[config.mk]
export PLATFORM = sky130hd
export DESIGN_NAME = sbl_loader
export DESIGN_NICKNAME = d
export VERILOG_FILES = /design/src/sbl_pkg.sv /design/src/sbl_loader.sv
export SDC_FILE = /design/constraint.sdc
export NUM_CORES = 1
export LEC_CHECK = 0
export BUFFER_PORTS_ARGS = -buffer_cell sky130_fd_sc_hd__buf_2
export CAP_MARGIN = 25
export CELL_PAD_IN_SITES_DETAIL_PLACEMENT = 1
export CELL_PAD_IN_SITES_GLOBAL_PLACEMENT = 1
export CORE_MARGIN = 1
export CORE_UTILIZATION = 44
export CTS_BUF_LIST = sky130_fd_sc_hd__clkbuf_2
export CTS_CLUSTER_SIZE = 16
export DETAILED_ROUTE_END_ITERATION = 6
export PLACE_DENSITY = 0.8
export SYNTH_ARGS = -nofsm -noshare
export SYNTH_HDL_FRONTEND = slang
export SYNTH_SLANG_ARGS = --single-unit
[constraint.sdc]
create_clock -name i_clk_sys -period 6.38 [get_ports i_clk_sys]
set_input_delay 1.595 -clock i_clk_sys [delete_from_list [all_inputs] [get_ports i_clk_sys]]
set_output_delay 1.595 -clock i_clk_sys [all_outputs]
set_load 0.01 [all_outputs]
[src/sbl_pkg.sv]
package sbl_pkg;
    localparam logic [7:0] ZERO_BYTE    = 8'h00;
    localparam logic [7:0] CONFIRM_BYTE = 8'h55;
    localparam logic [7:0] DONE_BYTE    = 8'haa;
    localparam logic [7:0] FAIL_BYTE    = 8'hff;
    localparam int         CLK_HZ       = 40000000;
    localparam int         DATA_BITS    = 8;
    // A zero byte is low for start plus eight data bits
    localparam int         LOW_BITS     = 9;
    localparam logic [15:0] MIN_DIV     = 16'h0002;

    typedef enum {
        SBL_MEASURE, SBL_SEND_ACK, SBL_WAIT_CONF, SBL_ERASE, SBL_WAIT_ERASE,
        SBL_LEN_HI, SBL_LEN_LO, SBL_PROG, SBL_SEND_DONE, SBL_JUMP, SBL_HALT
    } sbl_state_type;

    typedef struct packed {
        logic [15:0] addr;
        logic [7:0]  data;
    } sbl_ram_wr_type;
endpackage

[src/sbl_loader.sv]
`timescale 1ns/1ps
// Functional notes
// - Boot sequence starts immediately when reset is released in boot mode.
// - Time low period of each zero byte; load derived divisor.
// - After divisor set, send a zero byte as adjustment end.
// - After 0x55, erase flash if written, then send 0xAA.
// - Erase failure sends 0xFF and halts the sequence.
// - Echo both length bytes in arrival order.
// - Echo each program byte and write it to successive RAM locations.
// - After N bytes, send 0xAA as transfer complete.
// - Then jump to start of loaded RAM program. This code skips the jump when N = 0 and waits for a new length.
// - Frame: low start, data LSB first, optional parity, high stop. This code sends and expects no parity bit (8N1 only).
module sbl_loader #(
    parameter int        RAM_AW   = 16,
    parameter logic [15:0] RAM_BASE = 16'h0000
) (
    input  wire logic                 i_clk_sys,     // System clock
    input  wire logic                 i_rst_b,       // Async reset, active low
    input  wire logic                 i_boot_mode,   // Boot mode strap pin
    input  wire logic                 i_rxd,         // Serial receive pin
    output logic                      o_txd,         // Serial transmit pin
    input  wire logic                 i_flash_written, // Flash holds data
    output logic                      o_erase_req,   // Erase pulse
    input  wire logic                 i_erase_done,  // Erase finished pulse
    input  wire logic                 i_erase_fail,  // Erase result, valid with done
    output sbl_pkg::sbl_ram_wr_type   o_ram_wr,      // RAM write address and data
    output logic                      o_ram_we,      // RAM write strobe
    output logic                      o_jump,        // Branch to loaded program
    output logic [15:0]               o_jump_addr,   // Branch target
    output logic [15:0]               o_divisor,     // Baud rate divisor in clocks per bit
    output logic                      o_halted       // Sequence aborted
);
    logic rst_s1_reg, rst_b_reg;
    logic rx_s1_reg, rx_reg, boot_s1_reg, boot_reg;
    // Reset release through two flops
    always_ff @(posedge i_clk_sys or negedge i_rst_b) begin
        if (!i_rst_b) begin
            rst_s1_reg <= 1'b0;
            rst_b_reg  <= 1'b0;
        end else begin
            rst_s1_reg <= 1'b1;
            rst_b_reg  <= rst_s1_reg;
        end
    end
    // Pin synchronisers
    always_ff @(posedge i_clk_sys or negedge rst_b_reg) begin
        if (!rst_b_reg) begin
            rx_s1_reg   <= 1'b1;
            rx_reg      <= 1'b1;
            boot_s1_reg <= 1'b0;
            boot_reg    <= 1'b0;
        end else begin
            rx_s1_reg   <= i_rxd;
            rx_reg      <= rx_s1_reg;
            boot_s1_reg <= i_boot_mode;
            boot_reg    <= boot_s1_reg;
        end
    end

    sbl_pkg::sbl_state_type state_reg, state_next;
    logic [15:0] div_reg, low_cnt_reg, len_reg, idx_reg;
    logic        rx_d_reg, measuring_reg, started_reg;
    // Receiver
    logic [15:0] rcnt_reg;
    logic [3:0]  rbit_reg;
    logic [7:0]  rsh_reg;
    logic        rbusy_reg, rx_vld_reg, rx_ferr_reg;
    logic [7:0]  rx_byte_reg;
    // Two-entry transmit buffer
    logic [7:0]  buf_mem [2];
    logic        wr_ptr_reg, rd_ptr_reg;
    logic [1:0]  cnt_reg;
    // Transmitter
    logic [15:0] tcnt_reg;
    logic [3:0]  tbit_reg;
    logic [9:0]  tsh_reg;
    logic        tbusy_reg;

    wire fall    = rx_d_reg && !rx_reg;
    wire rise    = !rx_d_reg && rx_reg;
    wire tx_in_rdy = (cnt_reg != 2'd2);
    wire tx_out_vld = (cnt_reg != 2'd0);
    wire tx_pop  = tx_out_vld && !tbusy_reg;
    wire is_prog_byte = (state_reg == sbl_pkg::SBL_PROG) && rx_vld_reg && !rx_ferr_reg;
    wire rx_ok   = rx_vld_reg && !rx_ferr_reg;
    // Push a byte into the buffer; the ack, erase-result and done states wait on tx_in_rdy, the echo states push without it
    logic       push;
    logic [7:0] push_data;
    wire [15:0] meas_div = low_cnt_reg / 16'(sbl_pkg::LOW_BITS);
    wire [15:0] half_div = {1'b0, div_reg[15:1]};

    // Sequencer next state and pushes
    always_comb begin
        state_next = state_reg;
        push       = 1'b0;
        push_data  = sbl_pkg::ZERO_BYTE;
        case (state_reg)
            sbl_pkg::SBL_MEASURE: ; // Measuring handled in clocked logic
            sbl_pkg::SBL_SEND_ACK: if (tx_in_rdy) begin
                push = 1'b1;
                push_data = sbl_pkg::ZERO_BYTE;
                state_next = sbl_pkg::SBL_WAIT_CONF;
            end
            sbl_pkg::SBL_WAIT_CONF: if (rx_ok && rx_byte_reg == sbl_pkg::CONFIRM_BYTE) begin
                state_next = i_flash_written ? sbl_pkg::SBL_ERASE : sbl_pkg::SBL_SEND_DONE;
            end
            sbl_pkg::SBL_ERASE: state_next = sbl_pkg::SBL_WAIT_ERASE;
            sbl_pkg::SBL_WAIT_ERASE: if (i_erase_done && tx_in_rdy) begin
                push = 1'b1;
                push_data = i_erase_fail ? sbl_pkg::FAIL_BYTE : sbl_pkg::DONE_BYTE;
                state_next = i_erase_fail ? sbl_pkg::SBL_HALT : sbl_pkg::SBL_LEN_HI;
            end
            sbl_pkg::SBL_LEN_HI: if (rx_ok) begin
                push = 1'b1;
                push_data = rx_byte_reg;
                state_next = sbl_pkg::SBL_LEN_LO;
            end
            sbl_pkg::SBL_LEN_LO: if (rx_ok) begin
                push = 1'b1;
                push_data = rx_byte_reg;
                state_next = ({len_reg[15:8], rx_byte_reg} == 16'h0000) ?
                             sbl_pkg::SBL_SEND_DONE : sbl_pkg::SBL_PROG;
            end
            sbl_pkg::SBL_PROG: if (is_prog_byte) begin
                push = 1'b1;
                push_data = rx_byte_reg;
                if (idx_reg + 16'h0001 == len_reg) state_next = sbl_pkg::SBL_SEND_DONE;
            end
            sbl_pkg::SBL_SEND_DONE: if (tx_in_rdy) begin
                push = 1'b1;
                push_data = sbl_pkg::DONE_BYTE;
                // Skipped erase or empty length waits for a length; a full load branches
                state_next = (started_reg && len_reg != 16'h0000) ?
                             sbl_pkg::SBL_JUMP : sbl_pkg::SBL_LEN_HI;
            end
            sbl_pkg::SBL_JUMP: ;
            sbl_pkg::SBL_HALT: ;
            default: state_next = sbl_pkg::SBL_HALT;
        endcase
    end

    // Sequencer registers; starts once reset lifts in boot mode
    always_ff @(posedge i_clk_sys or negedge rst_b_reg) begin
        if (!rst_b_reg) begin
            state_reg <= sbl_pkg::SBL_MEASURE;
            div_reg <= 16'hffff;
            low_cnt_reg <= 16'h0000;
            measuring_reg <= 1'b0;
            rx_d_reg <= 1'b1;
            len_reg <= 16'h0000;
            idx_reg <= 16'h0000;
            started_reg <= 1'b0;
            o_erase_req <= 1'b0;
            o_ram_we <= 1'b0;
            o_ram_wr <= '0;
            o_jump <= 1'b0;
            o_jump_addr <= 16'h0000;
            o_halted <= 1'b0;
            o_divisor <= 16'hffff;
        end else begin
            rx_d_reg <= rx_reg;
            o_erase_req <= (state_reg == sbl_pkg::SBL_ERASE);
            o_ram_we <= 1'b0;
            if (boot_reg || state_reg != sbl_pkg::SBL_MEASURE) begin
                state_reg <= state_next;
            end
            if (state_reg == sbl_pkg::SBL_MEASURE && boot_reg) begin
                // Time the low run of a zero byte; a run giving a divisor below MIN_DIV is dropped
                if (fall) begin
                    measuring_reg <= 1'b1;
                    low_cnt_reg <= 16'h0001;
                end else if (measuring_reg && !rx_reg && low_cnt_reg != 16'hffff) begin
                    low_cnt_reg <= low_cnt_reg + 16'h0001;
                end else if (measuring_reg && rise) begin
                    measuring_reg <= 1'b0;
                    if (meas_div >= sbl_pkg::MIN_DIV) begin
                        div_reg <= meas_div;
                        o_divisor <= meas_div;
                        state_reg <= sbl_pkg::SBL_SEND_ACK;
                    end
                end
            end
            if (state_reg == sbl_pkg::SBL_LEN_HI && rx_ok) begin
                len_reg <= {rx_byte_reg, 8'h00};
                idx_reg <= 16'h0000;
                started_reg <= 1'b0;
            end
            if (state_reg == sbl_pkg::SBL_LEN_LO && rx_ok) begin
                len_reg <= {len_reg[15:8], rx_byte_reg};
                started_reg <= 1'b1;
            end
            if (is_prog_byte) begin
                o_ram_we <= 1'b1;
                o_ram_wr.addr <= RAM_BASE + idx_reg;
                o_ram_wr.data <= rx_byte_reg;
                idx_reg <= idx_reg + 16'h0001;
            end
            if (state_reg == sbl_pkg::SBL_SEND_DONE && tx_in_rdy && started_reg) begin
                started_reg <= 1'b0;
            end
            if (state_reg == sbl_pkg::SBL_JUMP && !tx_out_vld && !tbusy_reg) begin
                o_jump <= 1'b1;
                o_jump_addr <= RAM_BASE;
            end
            if (state_reg == sbl_pkg::SBL_HALT) o_halted <= 1'b1;
        end
    end

    // Receiver, 8N1, mid-bit sampling after divisor is set
    always_ff @(posedge i_clk_sys or negedge rst_b_reg) begin
        if (!rst_b_reg) begin
            rcnt_reg <= 16'h0000;
            rbit_reg <= 4'h0;
            rsh_reg <= 8'h00;
            rbusy_reg <= 1'b0;
            rx_vld_reg <= 1'b0;
            rx_ferr_reg <= 1'b0;
            rx_byte_reg <= 8'h00;
        end else begin
            rx_vld_reg <= 1'b0;
            if (state_reg == sbl_pkg::SBL_MEASURE) begin
                rbusy_reg <= 1'b0;
            end else if (!rbusy_reg) begin
                if (fall) begin
                    rbusy_reg <= 1'b1;
                    rcnt_reg <= half_div;
                    rbit_reg <= 4'h0;
                end
            end else if (rcnt_reg != 16'h0000) begin
                rcnt_reg <= rcnt_reg - 16'h0001;
            end else begin
                rcnt_reg <= div_reg - 16'h0001;
                rbit_reg <= rbit_reg + 4'h1;
                if (rbit_reg == 4'h0 && rx_reg) begin
                    rbusy_reg <= 1'b0; // False start
                end else if (rbit_reg == 4'(sbl_pkg::DATA_BITS + 1)) begin
                    rbusy_reg <= 1'b0;
                    rx_vld_reg <= 1'b1;
                    rx_ferr_reg <= !rx_reg;
                    rx_byte_reg <= rsh_reg;
                end else if (rbit_reg != 4'h0) begin
                    rsh_reg <= {rx_reg, rsh_reg[7:1]};
                end
            end
        end
    end

    // Two-entry buffer and transmitter
    always_ff @(posedge i_clk_sys or negedge rst_b_reg) begin
        if (!rst_b_reg) begin
            wr_ptr_reg <= 1'b0;
            rd_ptr_reg <= 1'b0;
            cnt_reg <= 2'd0;
            buf_mem[0] <= 8'h00;
            buf_mem[1] <= 8'h00;
            tcnt_reg <= 16'h0000;
            tbit_reg <= 4'h0;
            tsh_reg <= 10'h3ff;
            tbusy_reg <= 1'b0;
            o_txd <= 1'b1;
        end else begin
            if (push && tx_in_rdy) begin
                buf_mem[wr_ptr_reg] <= push_data;
                wr_ptr_reg <= !wr_ptr_reg;
            end
            cnt_reg <= cnt_reg + 2'((push && tx_in_rdy) ? 1 : 0) - 2'(tx_pop ? 1 : 0);
            if (tx_pop) begin
                rd_ptr_reg <= !rd_ptr_reg;
                tsh_reg <= {1'b1, buf_mem[rd_ptr_reg], 1'b0};
                tbusy_reg <= 1'b1;
                tbit_reg <= 4'h0;
                tcnt_reg <= div_reg - 16'h0001;
                o_txd <= 1'b0;
            end else if (tbusy_reg) begin
                if (tcnt_reg != 16'h0000) begin
                    tcnt_reg <= tcnt_reg - 16'h0001;
                end else if (tbit_reg == 4'(sbl_pkg::DATA_BITS + 1)) begin
                    tbusy_reg <= 1'b0;
                    o_txd <= 1'b1;
                end else begin
                    tcnt_reg <= div_reg - 16'h0001;
                    tbit_reg <= tbit_reg + 4'h1;
                    tsh_reg <= {1'b1, tsh_reg[9:1]};
                    o_txd <= tsh_reg[1];
                end
            end
        end
    end

    // Ack byte goes out only after the divisor has been loaded
    a_ack_after_div: assert property (@(posedge i_clk_sys) disable iff (!rst_b_reg)
        (state_reg == sbl_pkg::SBL_SEND_ACK) |-> (div_reg == o_divisor))
        else $error("ack sent before divisor load");
    // Each program byte is written to RAM with the received data one cycle later
    a_ram_step: assert property (@(posedge i_clk_sys) disable iff (!rst_b_reg)
        is_prog_byte |=> o_ram_we && o_ram_wr.data == $past(rx_byte_reg))
        else $error("program byte not stored");
    // Erase failure halts within two cycles
    a_fail_halts: assert property (@(posedge i_clk_sys) disable iff (!rst_b_reg)
        (state_reg == sbl_pkg::SBL_WAIT_ERASE && i_erase_done && i_erase_fail && tx_in_rdy)
        |=> state_reg == sbl_pkg::SBL_HALT ##1 o_halted)
        else $error("erase failure did not halt");
    // Jump only happens with the transmitter idle
    a_jump_idle: assert property (@(posedge i_clk_sys) disable iff (!rst_b_reg)
        $rose(o_jump) |-> $past(state_reg) == sbl_pkg::SBL_JUMP && o_jump_addr == RAM_BASE
        && !$past(tx_out_vld) && !$past(tbusy_reg))
        else $error("jump without completion");
    // Buffer never overflows
    a_buf_bound: assert property (@(posedge i_clk_sys) disable iff (!rst_b_reg)
        cnt_reg <= 2'd2) else $error("buffer overflow");
    // Erase request follows the erase state
    a_erase_req: assert property (@(posedge i_clk_sys) disable iff (!rst_b_reg)
        state_reg == sbl_pkg::SBL_ERASE |=> o_erase_req)
        else $error("erase not requested");
    // Transmitted frame starts with a low start bit
    a_start_low: assert property (@(posedge i_clk_sys) disable iff (!rst_b_reg)
        tx_pop |=> !o_txd)
        else $error("start bit not low");
    // Sequencer stays still until boot mode is seen
    a_boot_gate: assert property (@(posedge i_clk_sys) disable iff (!rst_b_reg)
        !boot_reg && state_reg == sbl_pkg::SBL_MEASURE |=> state_reg == sbl_pkg::SBL_MEASURE)
        else $error("left measure outside boot mode");
endmodule

==> reports/metrics.yaml <==
outcome: "finished, violations left"
failing_checks: "setup timing"
worstSetupEndpoint: "div_reg[8]"
r2r-end: "div_reg[8]"
layout-area-overhead-vs-synth_pct: 20.1
timing_worst_setup_path_type: "flip-flop to flip-flop"
ir_worst_vdd_mv: 0.152
post-route-drc-count: 0
max_slew_headroom_at_the_worst_pin: 0.350
slowest_stage: "dfrtp_2"
fp-row-count: 62
cts-buffers-inserted: 60
worst_clock_skew_ps: 77.4
final-hold-violation-count: 0
yosysUniqueCellTypes: 97
multi_input_comb_area_um2: 7570
chipWidth_um: 174
drt_iter0_markers: 782
post-route-period-util: 1.02
core_um2: 29000
grt_setup_unrepaired: "yes"
cp_most_frequent_cell: "buf_4"
syn-cell-area_um2: 13100
maxSlewViolCount: 0
max_slew.worst_pin.slew_ps: 973
gpl.final_weighted_congestion: 0.883
power.net_switching_mw: 0.849
layout-drive-gt1-share: 0.266
grt_antenna_before_repair: 1
r2r_setup_slack_ps: -110
die_height_um: 174
starting_utilization_of_the_core_area: 0.451
post_route_ant_nets: 0
cts_tree: "done"
postLayoutSetupSlackWorst_ps: -114
drt-pass1-iter-count: 5
clock_insertion_delay_worst_skew_ps: 950
internal_power_mw: 1.92
worst_hold_path_type: "flip-flop to asynchronous set/reset pin"
place_hpwl_um: 28800
startpoint: "low_cnt_reg[13]"
clock_power_share: 0.366
critPathMaxFanout: 8
place.port_buffers: 51
top_level_ports: 68
routed_wl_um: 42600
htree_num_levels: 2
critPathRequiredTime_ps: 7200
synth_async_sr_flop_share: 1.00
layout_fillers: 3484
post-place-ws_ps: -388
wire_length_of_the_first_global_routing_pass_um: 67400
synth_area_per_cell_um2: 8.73
area.sequential_um2: 5550
cts_sinks: 220
power.switching_fraction: 0.306
edff_count_synth: 0
clock-root-buffer: "clkbuf_2"
die_area_um2: 30400
endpoint_kind: "flip-flop"
max-cap-violations: 0
ctsLongestPathBuffers: 3
wl_per_cell_um: 19.9
layout.cells.most_common: "nand2_1"
fmax_ghz: 0.154
critical_path_depth: 29
dr_total_vias: 12600
critical_path.n_buffers_inverters: 7
rr_startpoint: "low_cnt_reg[13]"
num-nets-final: 1734
period_minus_slack_ps: 6490
grt_overflow: 0
timing.critical_path.from_type: "flip-flop"
fin_util: 0.542
critical_path.top_delay_family: "compound AO/OA/AOI/OAI gates"
slowest_delay_ps: 470
critPathArrivalTime_ps: 7320
postSynthCellCount: 1499
power_leakage_nw: 7.18
p_seq_frac: 0.551
logic_gate_share_of_total_power: 0.083
p_total_mw: 2.77
ys.warnings.count: 0
setup_total_negative_slack_ps: -950
grt_util_all_layers: 0.272
post_route_hold_slack_ps: 169
cts.reportedPaths.clkPinSlew_ps: 110
first_global_vias: 13100
worstRegToRegCells: 29
vias_per_cell: 5.91
largest_register_ff_count: 32
yosys_register_bits: 220
synth-seq-area-share: 0.423
synth_top_flop_cell: "dfrtp_1"
most-common-layout-cells: "nand2_1, dfrtp_1, buf_4"
cellPowerDensity_nw_per_um2: 176
grt_max_degree: 84
setup-violations-final: 13
## power by group through the flow
stage                     clock (mW)  combinational [mW]  sequential [mW]
final                           1.01               0.231             1.53
after global routing            1.11               0.266             1.53
after CTS                       1.04               0.217             1.53
after detailed placement           0               0.216             1.56
after global placement             0               0.201             1.55
after floorplan                    0               0.168             1.54
## layer usage
metal / part of all wire / GRT usage / up-vias / wire, um
met4: 0.025 / 0.0910 / 0 / 1070
li1: - / - / 5798 / -
met2: 0.51 / 0.475 / 380 / 21800
met3: 0.050 / 0.0387 / 90 / 2140
met5: 0 / 0 / - / 0
met1: 0.41 / 0.343 / 6374 / 17600
## through the flow
stage                     cells  instance area [um2]
after floorplan            1542                13300
after global placement     1997                14400
after detailed placement   1998                14400
after CTS                  2115                15300
after global routing       2139                15700
final                      2139                15700
## Yosys cell counts (7+ instances only)
library cell    n  share of area
a211oi_1       20          0.011
a21o_1         13         0.0075
a21oi_1        87          0.033
a221oi_1        7         0.0047
a22o_1         22          0.015
a31oi_1        18         0.0086
and2_1         13         0.0062
and3_1         18         0.0086
buf_2          13         0.0050
buf_4          19          0.011
clkbuf_1       55          0.016
dfrtp_1       194           0.37
dfstp_2        26          0.052
ha_1           18          0.017
inv_1          31         0.0089
mux2_2         26          0.022
nand2_1       237          0.068
nand2b_1       14         0.0067
nand3_1        48          0.018
nand4_1        16         0.0076
nor2_1        104          0.030
nor2b_1        19         0.0091
nor3_1         42          0.016
nor4_1         25          0.012
o211ai_1       12         0.0069
o21ai_0       116          0.044
o21ai_1        11         0.0042
o22ai_1        31          0.015
or2_2           8         0.0038
or3_1          21          0.010
xnor2_1        49          0.033
xor2_1         22          0.015
## worst register-to-register path: cells and delay by family (launching register included)
family | cells | cell delay, ps
AND/OR/NAND/NOR | 6 | 1240
flip-flops | 1 | 470
buffers and inverters | 7 | 1060
XOR/XNOR | 2 | 310
adder cells (fa/ha/maj) | 1 | 180
multiplexers | 2 | 680
AO/OA/AOI/OAI | 11 | 2480
## repair_timing
item,in CTS,in global routing
resized for setup,55,61
hold buffers,0,0
endpoints found under the setup margin,15,15
pin swaps,22,29
setup buffers,11,21
## cells by family after synthesis
logic type,after synthesis,synth area share
muxes,34,0.0287
xor gates and xnor gates,72,0.0488
buffers and inverters,131,0.0467
other,2,0.000574
and+or+nand+nor,601,0.220
AOI/OAI and AO/OA,420,0.214
adders and majority gates,19,0.0180
DFF,220,0.423
## area by class of cell
type / count / area share
Multi-Input combinational cell: 1191 / 0.481
Clock inverter: 20 / 0.00621
Timing Repair Buffer: 201 / 0.0926
Tap cell: 384 / 0.0306
Antenna cell: 1 / 0.000159
Clock buffer: 87 / 0.0277
Inverter: 35 / 0.00844
Sequential cell: 220 / 0.353
## how the worst min path moves through the flow
| stage | slack, ps | endpoint | start | cells after the start |
|---|---|---|---|---|
| 2_1_floorplan | 330 | rst_b_reg | rst_s1_reg | 0 |
| 3_3_place_gp | 340 | rst_b_reg | rst_s1_reg | 0 |
| 3_5_place_dp | 340 | rst_b_reg | rst_s1_reg | 0 |
| 4_1_cts | 300 | boot_reg | boot_s1_reg | 0 |
| 5_1_grt | 190 | buf_mem[4] | rst_b_reg | 0 |
| 6_report | 170 | buf_mem[4] | rst_b_reg | 0 |
Power figures use the tool's default switching activity.
